--- src/rtl/sar_ctrl_pkg.sv ---
// Shared constants and types for the converter control block
package sar_ctrl_pkg;
	localparam int          SAR_RES_W   = 12;        // Converter resolution
	localparam logic [3:0]  SAR_BIT_MSB = 4'hB;      // Top bit index of the search
	localparam logic [11:0] SAR_CODE_MSB = 12'h800;  // First trial code
	// Register map
	localparam logic [3:0]  SAR_A_SC1  = 4'h0;       // Status and control one
	localparam logic [3:0]  SAR_A_SC2  = 4'h1;       // Status and control two
	localparam logic [3:0]  SAR_A_RH   = 4'h2;       // Result high byte
	localparam logic [3:0]  SAR_A_RL   = 4'h3;       // Result low byte
	localparam logic [3:0]  SAR_A_CVH  = 4'h4;       // Compare value high
	localparam logic [3:0]  SAR_A_CVL  = 4'h5;       // Compare value low
	localparam logic [3:0]  SAR_A_CFG  = 4'h6;       // Configuration
	localparam logic [3:0]  SAR_A_GATE = 4'h7;       // Clock gate register
	localparam logic [3:0]  SAR_A_PIN  = 4'h8;       // Pin analog control
	// Field positions
	localparam int SAR_SC1_DONE = 7;                 // Conversion done flag
	localparam int SAR_SC1_AIEN = 6;                 // Done interrupt enable
	localparam int SAR_SC1_CONT = 5;                 // Continuous mode
	localparam int SAR_SC2_ACT  = 7;                 // Conversion active
	localparam int SAR_SC2_HWT  = 6;                 // Hardware trigger select
	localparam int SAR_SC2_CMPE = 5;                 // Compare enable
	localparam int SAR_SC2_CMPG = 4;                 // Compare greater-or-equal
	localparam int SAR_GATE_BIT = 0;                 // Converter clock gate
	// Reset values
	localparam logic [7:0] SAR_SC1_RST  = 8'h1F;     // Module off
	localparam logic [7:0] SAR_SC2_RST  = 8'h00;
	localparam logic [7:0] SAR_CFG_RST  = 8'h00;
	localparam logic [7:0] SAR_GATE_RST = 8'h01;     // Clock on after reset
	localparam logic [7:0] SAR_ZERO8    = 8'h00;
	// Input selection codes
	localparam logic [4:0] SAR_SEL_OFF  = 5'h1F;
	localparam logic [4:0] SAR_SEL_LCD  = 5'h14;
	localparam logic [4:0] SAR_SEL_VLL  = 5'h15;
	localparam logic [4:0] SAR_SEL_TEMP = 5'h1A;
	localparam logic [4:0] SAR_SEL_BGAP = 5'h1B;
	localparam int         SAR_NPINS    = 8;
	// Result width modes
	localparam logic [1:0] SAR_MODE8  = 2'h0;
	localparam logic [1:0] SAR_MODE12 = 2'h1;
	localparam logic [1:0] SAR_MODE10 = 2'h2;
	localparam int         SAR_SH10   = 2;
	localparam int         SAR_SH8    = 4;
	// Conversion clock sources
	localparam logic [1:0] SAR_CK_BUS   = 2'h0;
	localparam logic [1:0] SAR_CK_BUS2  = 2'h1;
	localparam logic [1:0] SAR_CK_ASYNC = 2'h2;
	localparam logic [1:0] SAR_CK_ALT   = 2'h3;

	// Analog input routing
	typedef struct packed {
		logic [SAR_NPINS-1:0] pin;        // Port pin inputs
		logic                 lcd_supply; // Display supply level
		logic                 lcd_level;  // Display level one
		logic                 temp;       // Temperature sensor
		logic                 bandgap;    // Bandgap reference
		logic                 powered;    // Converter powered
	} sar_mux_t;

	typedef enum logic [2:0] {
		SAR_IDLE   = 3'b001,
		SAR_SAMPLE = 3'b010,
		SAR_STEP   = 3'b100
	} sar_state_t;
endpackage : sar_ctrl_pkg

--- src/rtl/sar_ctrl.sv ---
// Converter control: registers, triggers, clocking, routing
// Notes on behaviour
// - Clock gate set at reset; clear stops converter
// - Reserved codes still convert, result undefined
// - Five-bit code picks pins and internal sources
// - Four selectable conversion clock sources
// - External reference clock feeds alternate clock
// - Hardware trigger starts on each match while idle
// - Match triggers regardless of match interrupt
// - Trigger works in every listed power mode
// - Twelve-bit linear successive approximation search
// - Result twelve, ten or eight bits, right-justified
// - Single or continuous; single returns idle
// - Optional compare, less or greater-equal
// - Done flag with optional interrupt
// - Converter keeps working in wait and stop3
// - Control write aborts, restarts unless trigger mode set
// - All-ones code turns off, no extra conversion
// - Done flag cleared by write or low read
// - With compare, flag set only when true
//
// Decided for this implementation: the register offsets and the address-and-strobe port.
`timescale 1ns/1ps
`default_nettype none
module sar_ctrl
	import sar_ctrl_pkg::*;
(
	input  wire logic                 clock,
	input  wire logic                 resetn,
	input  wire logic [3:0]           reg_addr,
	input  wire logic [7:0]           reg_wdata,
	input  wire logic                 reg_wr,
	input  wire logic                 reg_rd,
	output logic [7:0]                reg_rdata,
	input  wire logic                 local_async_conv_clock,
	input  wire logic                 clock_source_ext_ref_clock,
	input  wire logic                 time_of_day_match,
	input  wire logic                 cmp_hi,
	output logic [SAR_RES_W-1:0]      dac_code,
	output sar_mux_t                  mux_sel,
	output logic [7:0]                pin_analog_en,
	output logic                      conv_clock_on,
	output logic                      conv_active,
	output logic                      conv_irq
);
	////////////////////////////////////////////////////////////////
	// Declarations
	logic [7:0]           sc1_r;        // Done, enable, continuous, code
	logic [7:0]           sc2_r;        // Trigger and compare control
	logic [7:0]           cfg_r;        // Width mode and clock source
	logic [7:0]           gate_r;       // Peripheral clock gate
	logic [7:0]           pin_r;        // Pin analog control
	logic [SAR_RES_W-1:0] cmpv_r;       // Compare value
	logic [SAR_RES_W-1:0] res_r;        // Formatted result
	logic [7:0]           rdata_r;      // Read data
	logic                 irq_r;        // Interrupt output
	logic                 act_r;        // Active output
	logic                 ckon_r;       // Clock gate output
	logic [SAR_RES_W-1:0] dac_r;        // DAC code output
	sar_mux_t             mux_r;        // Routing output
	logic [7:0]           pinen_r;      // Pin enable output
	logic                 half_r;       // Bus clock divided by two
	logic                 async_d_r;    // Async clock history
	logic                 alt_d_r;      // Alternate clock history
	logic                 alternate_conv_clock;
	logic                 step;         // Conversion clock tick
	logic                 wr_sc1;       // Control one written
	logic                 rd_low;       // Result low read
	logic                 sel_off;      // Module turned off
	logic                 sw_start;     // Software start
	logic                 hw_start;     // Hardware start
	logic                 cont_start;   // Continuous restart
	logic                 eng_start;    // Engine start
	logic                 eng_busy;     // Engine running
	logic                 eng_done;     // Engine finished
	logic [SAR_RES_W-1:0] eng_code;     // Engine trial code
	logic [SAR_RES_W-1:0] eng_res;      // Engine raw result
	logic [SAR_RES_W-1:0] fmt;          // Width-formatted result
	logic                 cmp_ok;       // Compare outcome
	logic                 done_set;     // Flag set event
	logic                 done_nxt;     // Next flag value
	logic [SAR_NPINS-1:0] pin_hit;      // Pin decode

	assign reg_rdata     = rdata_r;
	assign conv_irq      = irq_r;
	assign conv_active   = act_r;
	assign conv_clock_on = ckon_r;
	assign dac_code      = dac_r;
	assign mux_sel       = mux_r;
	assign pin_analog_en = pinen_r;

	////////////////////////////////////////////////////////////////
	// Bus decode
	// Only the offsets with side effects are decoded here; plain
	// registers decode their own offset where they are written
	assign wr_sc1  = reg_wr && (reg_addr == SAR_A_SC1);
	assign rd_low  = reg_rd && (reg_addr == SAR_A_RL);
	assign sel_off = (sc1_r[4:0] == SAR_SEL_OFF);

	// Alternate clock is the external reference clock
	assign alternate_conv_clock = clock_source_ext_ref_clock;

	////////////////////////////////////////////////////////////////
	// Conversion clock tick selection, never gated by power mode
	// A slow source gives one tick per rising edge, seen a bus cycle late;
	// it must stay below half the bus clock or edges are lost
	always_comb begin
		unique case (cfg_r[1:0])
			SAR_CK_BUS:   step = 1'b1;
			SAR_CK_BUS2:  step = half_r;
			SAR_CK_ASYNC: step = local_async_conv_clock & ~async_d_r;
			SAR_CK_ALT:   step = alternate_conv_clock & ~alt_d_r;
		endcase
		// Gate bit stops the converter clock
		if (!gate_r[SAR_GATE_BIT]) step = 1'b0;
	end

	// Edge history for the slow clock sources
	always_ff @(posedge clock or negedge resetn) begin
		if (!resetn) begin
			half_r    <= 1'b0;
			async_d_r <= 1'b0;
			alt_d_r   <= 1'b0;
		end else begin
			half_r    <= ~half_r;
			async_d_r <= local_async_conv_clock;
			alt_d_r   <= alternate_conv_clock;
		end
	end

	////////////////////////////////////////////////////////////////
	// Start and abort
	// Software start is blocked in trigger mode so that a stray write
	// cannot start a conversion that belongs to the match event.
	// A write in the same cycle as a match or completion wins: it aborts,
	// and the only restart is the write's own
	// Write to control one restarts unless code is all ones or trigger mode is set
	assign sw_start = wr_sc1 && (reg_wdata[4:0] != SAR_SEL_OFF) &&
		!sc2_r[SAR_SC2_HWT];
	// Every match while idle starts a conversion, no interrupt needed
	assign hw_start = sc2_r[SAR_SC2_HWT] && time_of_day_match &&
		!sel_off && !eng_busy && !wr_sc1;
	// Continuous restarts; off code ends it
	assign cont_start = eng_done && sc1_r[SAR_SC1_CONT] &&
		!sel_off && !wr_sc1;
	assign eng_start = sw_start | hw_start | cont_start;

	// Abort is every control one write; start overrides it inside the
	// engine, so a restarting write costs no idle cycle
	// Reserved codes convert like any other
	sar_engine u_engine (
		.clock  (clock),
		.resetn (resetn),
		.start  (eng_start),
		.abort  (wr_sc1),
		.step   (step),
		.cmp_hi (cmp_hi),
		.busy   (eng_busy),
		.done   (eng_done),
		.code   (eng_code),
		.result (eng_res)
	);

	////////////////////////////////////////////////////////////////
	// Result formatting and compare
	// Narrow widths drop low bits so the result stays right-justified;
	// mode three falls to the default and reads as eight bits
	always_comb begin
		unique case (cfg_r[3:2])
			SAR_MODE12: fmt = eng_res;
			SAR_MODE10: fmt = eng_res >> SAR_SH10;
			default:    fmt = eng_res >> SAR_SH8;
		endcase
	end

	// Compare runs on the formatted result, so software must
	// program the value in the width of the selected mode
	// Less than or greater-or-equal compare
	assign cmp_ok = !sc2_r[SAR_SC2_CMPE] ||
		(sc2_r[SAR_SC2_CMPG] ? (fmt >= cmpv_r) : (fmt < cmpv_r));
	// Flag only on true compare
	assign done_set = eng_done && cmp_ok;
	// Set wins over clear
	assign done_nxt = done_set ? 1'b1 :
		((wr_sc1 || rd_low) ? 1'b0 : sc1_r[SAR_SC1_DONE]);

	////////////////////////////////////////////////////////////////
	// Control one
	// Flag bit follows done_nxt only, which keeps it read-only
	always_ff @(posedge clock or negedge resetn) begin
		if (!resetn) begin
			sc1_r <= SAR_SC1_RST;
		end else begin
			if (wr_sc1) begin
				sc1_r[6:0] <= reg_wdata[6:0];
			end
			sc1_r[SAR_SC1_DONE] <= done_nxt;
		end
	end

	// Control two, active bit follows the engine
	// Active bit lags the engine one cycle, as the active output does
	always_ff @(posedge clock or negedge resetn) begin
		if (!resetn) begin
			sc2_r <= SAR_SC2_RST;
		end else begin
			if (reg_wr && (reg_addr == SAR_A_SC2)) begin
				sc2_r[6:0] <= reg_wdata[6:0];
			end
			sc2_r[SAR_SC2_ACT] <= eng_busy;
		end
	end

	// Configuration, gate, pin control, compare value
	// A zero gate freezes the ticks: a running conversion stalls and
	// carries on from the same bit when the gate is set again
	always_ff @(posedge clock or negedge resetn) begin
		if (!resetn) begin
			cfg_r  <= SAR_CFG_RST;
			gate_r <= SAR_GATE_RST;
			pin_r  <= SAR_ZERO8;
			cmpv_r <= '0;
		end else if (reg_wr) begin
			unique case (reg_addr)
				SAR_A_CFG:  cfg_r  <= reg_wdata;
				SAR_A_GATE: gate_r <= reg_wdata;
				SAR_A_PIN:  pin_r  <= reg_wdata;
				SAR_A_CVH:  cmpv_r[11:8] <= reg_wdata[3:0];
				SAR_A_CVL:  cmpv_r[7:0]  <= reg_wdata;
				default: begin
					// Other offsets ignored here
				end
			endcase
		end
	end

	// Result captured with the flag
	// A compare miss keeps the previous result
	always_ff @(posedge clock or negedge resetn) begin
		if (!resetn) begin
			res_r <= '0;
		end else if (done_set) begin
			res_r <= fmt;
		end
	end

	////////////////////////////////////////////////////////////////
	// Read data, valid one cycle after the strobe
	// Outside the answer cycle the data return to zero, so a late
	// sample never shows stale register contents
	always_ff @(posedge clock or negedge resetn) begin
		if (!resetn) begin
			rdata_r <= SAR_ZERO8;
		end else if (reg_rd) begin
			unique case (reg_addr)
				SAR_A_SC1:  rdata_r <= sc1_r;
				SAR_A_SC2:  rdata_r <= sc2_r;
				SAR_A_RH:   rdata_r <= {4'h0, res_r[11:8]};
				SAR_A_RL:   rdata_r <= res_r[7:0];
				SAR_A_CVH:  rdata_r <= {4'h0, cmpv_r[11:8]};
				SAR_A_CVL:  rdata_r <= cmpv_r[7:0];
				SAR_A_CFG:  rdata_r <= cfg_r;
				SAR_A_GATE: rdata_r <= gate_r;
				SAR_A_PIN:  rdata_r <= pin_r;
				default:    rdata_r <= SAR_ZERO8;
			endcase
		end else begin
			rdata_r <= SAR_ZERO8;
		end
	end

	////////////////////////////////////////////////////////////////
	// Input routing decode
	// Reserved codes hit no route but still power the converter
	for (genvar i = 0; i < SAR_NPINS; i++) begin : g_pin
		assign pin_hit[i] = (sc1_r[4:0] == 5'(i));
	end

	// Registered routing and status outputs
	// Every output is a flop; the DAC copy takes the engine's next code
	// so that it equals the code under trial at each step edge
	always_ff @(posedge clock or negedge resetn) begin
		if (!resetn) begin
			mux_r   <= '0;
			pinen_r <= SAR_ZERO8;
			irq_r   <= 1'b0;
			act_r   <= 1'b0;
			ckon_r  <= 1'b0;
			dac_r   <= '0;
		end else begin
			mux_r.pin        <= pin_hit;
			mux_r.lcd_supply <= (sc1_r[4:0] == SAR_SEL_LCD);
			mux_r.lcd_level  <= (sc1_r[4:0] == SAR_SEL_VLL);
			mux_r.temp       <= (sc1_r[4:0] == SAR_SEL_TEMP);
			mux_r.bandgap    <= (sc1_r[4:0] == SAR_SEL_BGAP);
			mux_r.powered    <= !sel_off;
			pinen_r <= pin_r;
			// Interrupt from the flag
			irq_r  <= done_nxt && sc1_r[SAR_SC1_AIEN];
			act_r  <= eng_busy;
			ckon_r <= gate_r[SAR_GATE_BIT];
			dac_r  <= eng_code;
		end
	end
endmodule : sar_ctrl
`default_nettype wire

--- src/rtl/sar_engine.sv ---
// Successive-approximation search engine
`timescale 1ns/1ps
`default_nettype none
module sar_engine
	import sar_ctrl_pkg::*;
(
	input  wire logic                 clock,
	input  wire logic                 resetn,
	input  wire logic                 start,
	input  wire logic                 abort,
	input  wire logic                 step,
	input  wire logic                 cmp_hi,
	output logic                      busy,
	output logic                      done,
	output logic [SAR_RES_W-1:0]      code,
	output logic [SAR_RES_W-1:0]      result
);
	sar_state_t           state_r;   // Search state
	logic [3:0]           bit_r;     // Bit under trial
	logic [SAR_RES_W-1:0] code_r;    // Trial code to the DAC
	logic                 done_r;    // Completion pulse
	logic [SAR_RES_W-1:0] result_r;  // Final code
	logic [SAR_RES_W-1:0] code_nxt;  // Trial code after this edge

	// Code leaves ahead of the register so an outside flop copy equals code_r
	assign busy   = (state_r != SAR_IDLE);
	assign done   = done_r;
	assign code   = code_nxt;
	assign result = result_r;

	////////////////////////////////////////////////////////////////
	// Next trial code: drop the bit on a low compare, try the next one
	always_comb begin
		code_nxt = code_r;
		if (start) begin
			code_nxt = SAR_CODE_MSB;
		end else if (!abort && step && (state_r == SAR_STEP)) begin
			if (!cmp_hi) code_nxt[bit_r] = 1'b0;
			if (bit_r != 4'h0) code_nxt[bit_r - 4'h1] = 1'b1;
		end
	end

	////////////////////////////////////////////////////////////////
	// Search sequence, start wins over abort
	always_ff @(posedge clock or negedge resetn) begin
		if (!resetn) begin
			state_r  <= SAR_IDLE;
			bit_r    <= SAR_BIT_MSB;
			code_r   <= '0;
			done_r   <= 1'b0;
			result_r <= '0;
		end else begin
			done_r <= 1'b0;
			code_r <= code_nxt;
			if (start) begin
				// Fresh conversion
				state_r <= SAR_SAMPLE;
				bit_r   <= SAR_BIT_MSB;
			end else if (abort) begin
				state_r <= SAR_IDLE;
			end else if (step) begin
				unique case (state_r)
					SAR_IDLE: begin
						state_r <= SAR_IDLE;
					end
					SAR_SAMPLE: begin
						state_r <= SAR_STEP;
					end
					SAR_STEP: begin
						// Last bit decided: the next code is the answer
						if (bit_r == 4'h0) begin
							state_r  <= SAR_IDLE;
							done_r   <= 1'b1;
							result_r <= code_nxt;
						end else begin
							bit_r <= bit_r - 4'h1;
						end
					end
				endcase
			end
		end
	end
endmodule : sar_engine
`default_nettype wire

--- config.mk ---
export PLATFORM = sky130hd
export DESIGN_NAME = sar_ctrl
export DESIGN_NICKNAME = d
export VERILOG_FILES = /design/src/rtl/sar_ctrl_pkg.sv /design/src/rtl/sar_ctrl.sv /design/src/rtl/sar_engine.sv
export SDC_FILE = /design/constraint.sdc
export NUM_CORES = 1
export LEC_CHECK = 0
export ABC_CLOCK_PERIOD_IN_PS = 4000
export BUFFER_PORTS_ARGS = -buffer_cell sky130_fd_sc_hd__clkbuf_2
export CAP_MARGIN = 30
export CORE_UTILIZATION = 59
export DETAILED_ROUTE_END_ITERATION = 7
export PLACE_DENSITY = 0.8
export SYNTH_ARGS = -nofsm -noshare
export SYNTH_HDL_FRONTEND = slang
export SYNTH_SLANG_ARGS = --single-unit
--- constraint.sdc ---
create_clock -name clock -period 4 [get_ports clock]
set_input_delay 0.6 -clock clock [delete_from_list [all_inputs] [get_ports clock]]
set_output_delay 0.6 -clock clock [all_outputs]
set_load 0.01 [all_outputs]
==> impl_metrics.py <==
metrics = {
    "pwr": {
        "power_density_nw_per_um2": 530,
        "vdd_ir_drop_max_uv": 249,
        "clock_power_share_pct": 37.3,
        "p_sw_share_pct": 29.4,
        "combPwrFrac_pct": 18.1,
        "p_int_mw": 2.66,
        "seq_power_share_pct": 44.6,
        "power_switching_mw": 1.11,
        "p_leak_nw": 3.32,
    },
    "die": {
        "io_pins": 64,
        "fp.dieW_um": 104,
        "die_h_um": 104,
        "initial_core_util_pct": 61.8,
        "fp.coreArea_um2": 9950,
        "dieArea_um2": 10800,
        "row_count": 36,
    },
    "synthesis": {
        "async_reset_ff_share_pct": 100,
        "synthAdderAreaFrac_pct": 3.66,
        "synth_top_area_share_pct": 48.8,
        "synth_compound_area_share_pct": 13.1,
        "synthSimpleGateAreaFrac_pct": 12.5,
        "yosysWarnings": 0,
        "ys_seq_area_share_pct": 53.0,
        "synthCells": 540,
        "yosys.area.top_type": "dfrtp_1",
        "ys_ff_latch": 130,
        "ys_top_cells_by_area": "dfrtp_1, mux2_2, dfstp_2",
        "synthFlopType": "dfrtp_1",
        "synth-xor-area-share_pct": 0.142,
        "muxShareOfSynthArea_pct": 14.1,
        "synth_top_family_by_area": "multiplexers",
        "synth_nets": 578,
        "synth.avg_cell_area_um2": 11.4,
        "synth_cell_types": 62,
        "netlist_area_um2": 6160,
        "synth_edf_count": 0,
    },
    "worst_setup_path": {
        "cp-start-kind": "flip-flop",
        "crit_family": "compound AO/OA/AOI/OAI gates",
        "cp.depth": 10,
        "crit_chain": "inv_1, ha_1, a221oi_1, a21oi_1, ha_1, nand4_1, o311ai_0, nor4_1, a2111o_1, mux2_2",
        "ff2ff_path_depth": 10,
        "worstPathRequired_ns": 4.41,
        "slowest_delay_ns": 0.60,
        "worstPathMaxFanout": 20,
        "crit_top_cell": "ha_1",
        "worstSetupEndpointType": "flip-flop",
        "cp.buffers_inverters": 1,
        "crit_arrival_ns": 3.71,
        "worst-setup-path-type": "flip-flop to flip-flop",
        "critical_path.slowest_cell": "a2111o_1",
    },
    "finish": {
        "final.fill_count": 671,
        "final_common_cell": "dfrtp_1",
        "area_delta_synth_final_pct": 15.6,
        "multiInputGateArea_um2": 2680,
        "drive_gt1_share_pct": 32.1,
        "fin_nets": 641,
        "seq_area_um2": 3270,
        "layout_common_cells": "dfrtp_1, mux2_2, clkbuf_2",
        "fin_cells": 749,
        "n_antenna_cell": 0,
    },
    "place": {
        "gp_congestion": 0.912,
        "hpwlAfterDp_mm": 10.3,
        "dp.cells": 717,
        "port_buffers": 63,
    },
    "clock_network": {
        "cts_tree": "yes",
        "clkTransAtPathRegs_ns": 0.06,
        "cts-root-buf": "clkbuf_8",
        "cts_inserted_buffers": 17,
        "postCtsSetupRepairBufs": 0,
        "cts_resized": 0,
        "clock_sinks": 130,
        "insertion_delay_ns": 0.53,
        "hold_buffers": 0,
        "cts.path.max_buffers": 2,
        "cts_htree_levels": 4,
    },
    "sta": {
        "setup_tns_ns": 0,
        "post-route-min-period_ns": 3.30,
        "finalSetupViolations": 0,
        "tightest_slew_ns": 0.883,
        "fin_crit_sh_pct": 82.5,
        "rsz0062_at_grt": "false",
        "max-slew-margin-rel_pct": 40.9,
        "finalMaxSlewViolations": 0,
        "skew_ns": 0.00673,
        "finalHoldViolations": 0,
        "fmax_ghz": 0.303,
    },
    "route": {
        "top_layer": "met4",
        "wl_met3_mm": 1.02,
        "wl_met1_mm": 6.18,
        "avgViaCountPerCell": 6.19,
        "drt-initial-drc-count": 336,
        "drcViolationCount": 0,
        "wl_per_cell_um": 19.6,
        "num_vias": 4634,
        "routed_wl_mm": 14.7,
        "met2_length_mm": 6.88,
        "postRouteAntennaNets": 0,
        "first_pass_iters": 5,
    },
    "global_route": {
        "gr-total-overflow": 0,
        "antenna_found_initial": 0,
        "grt_pass1_vias": 4590,
        "grt_usage_pct": 29.2,
        "grt_pass1_wl_mm": 24.1,
        "grt_max_degree": 85,
    },
    "run_status": {
        "status": "finished, final reports clean",
    },
    "worst_hold_path": {
        "hp-class": "input pin to asynchronous set/reset pin",
    },
    "run": {
        "cap_violations": 0,
    },
}
worst register-to-register path, delay by kind of cell (launching register included):
kind	cells	cell delay, ns
and+or+nand+nor	2	0.21
muxes	1	0.37
AOI/OAI and AO/OA	4	1.33
adders and majority gates	2	0.86
buffers and inverters	1	0.07
DFF	1	0.35
registers in the layout (all words and copies together) (netlist names), 12 cells and up:
name             flops
mux_sel             13
cmpv_r              12
res_r               12
u_engine.code_r     12
u_engine.result     12
per-stage QoR:
| stage | hold slack [ns] | utilization (%) | instance area [um^2] | total power [mW] | setup WS [ns] |
|---|---|---|---|---|---|
| global placement | 0.379 | 66.1 | 6580 | 2.33 | 0.782 |
| finish | 0.0713 | 71.5 | 7120 | 3.77 | 0.702 |
| CTS | 0.0750 | 71.5 | 7120 | 3.77 | 0.697 |
| floorplan | 0.304 | - | 6160 | 2.11 | 0.915 |
| detailed placement | 0.384 | 66.1 | 6580 | 2.36 | 0.704 |
| global route | 0.111 | 71.5 | 7120 | 3.94 | 0.410 |
power groups by stage:
stage	combinational (mW)	sequential [mW]	clock, mW
after floorplan	0.445	1.66	0
after global placement	0.646	1.68	0
after detailed placement	0.668	1.69	0
after CTS	0.678	1.68	1.41
after global routing	0.754	1.70	1.48
final	0.683	1.68	1.41
cell usage after synthesis (all sizes together) (3+ instances only):
library cell and number:
a21oi 23, a221oi 8, a22o 4, a22oi 18, a31oi 3, and3 3, buf 9, clkbuf 16
dfrtp 120, dfstp 10, ha 18, inv 25, mux2 66, mux2i 7, nand2 38, nand2b 12
nand3 9, nand3b 3, nand4 6, nor2 46, nor2b 7, nor3 9, nor3b 5, o21ai 21
o22ai 4, o31a 11, or2 3, or3 3
layout make-up:
| cell class | instances | share of cell area [%] |
|---|---|---|
| clock buffer | 21 | 6.31 |
| clock inverter | 11 | 1.23 |
| inverter | 25 | 1.32 |
| multi-input combinational | 360 | 37.6 |
| sequential | 130 | 45.9 |
| tap | 133 | 2.34 |
| timing repair buffer | 69 | 5.28 |
cells by family (layout without fill, tap and decap cells):
kind of cell / count (synthesis) / in the layout
buffers and inverters: 50 / 126
multiplexers: 75 / 75
adder cells (fa/ha/maj): 18 / 18
AND/OR/NAND/NOR: 152 / 152
XOR/XNOR: 1 / 1
AO/OA/AOI/OAI: 114 / 114
flip-flops: 130 / 130
worst paths after layout:
kind                                        start                to  slack (ns)
min                                        resetn        mux_sel[0]        0.07
min in group clock         local_async_conv_clock         async_d_r        0.19
max in group asynchronous                  resetn          sc2_r[5]        3.08
max reg2reg                              cfg_r[2]          res_r[4]        0.70
min reg2reg                              pin_r[4]  pin_analog_en[4]        0.41
max                                      cfg_r[2]          res_r[4]        0.70
routing by layer:
layer,up-vias,track usage (%)
met4,0,16.3
met1,2276,38.2
met3,48,6.89
met2,231,45.0
li1,2079,-
met5,-,0
(Power assumes the default switching activity.)
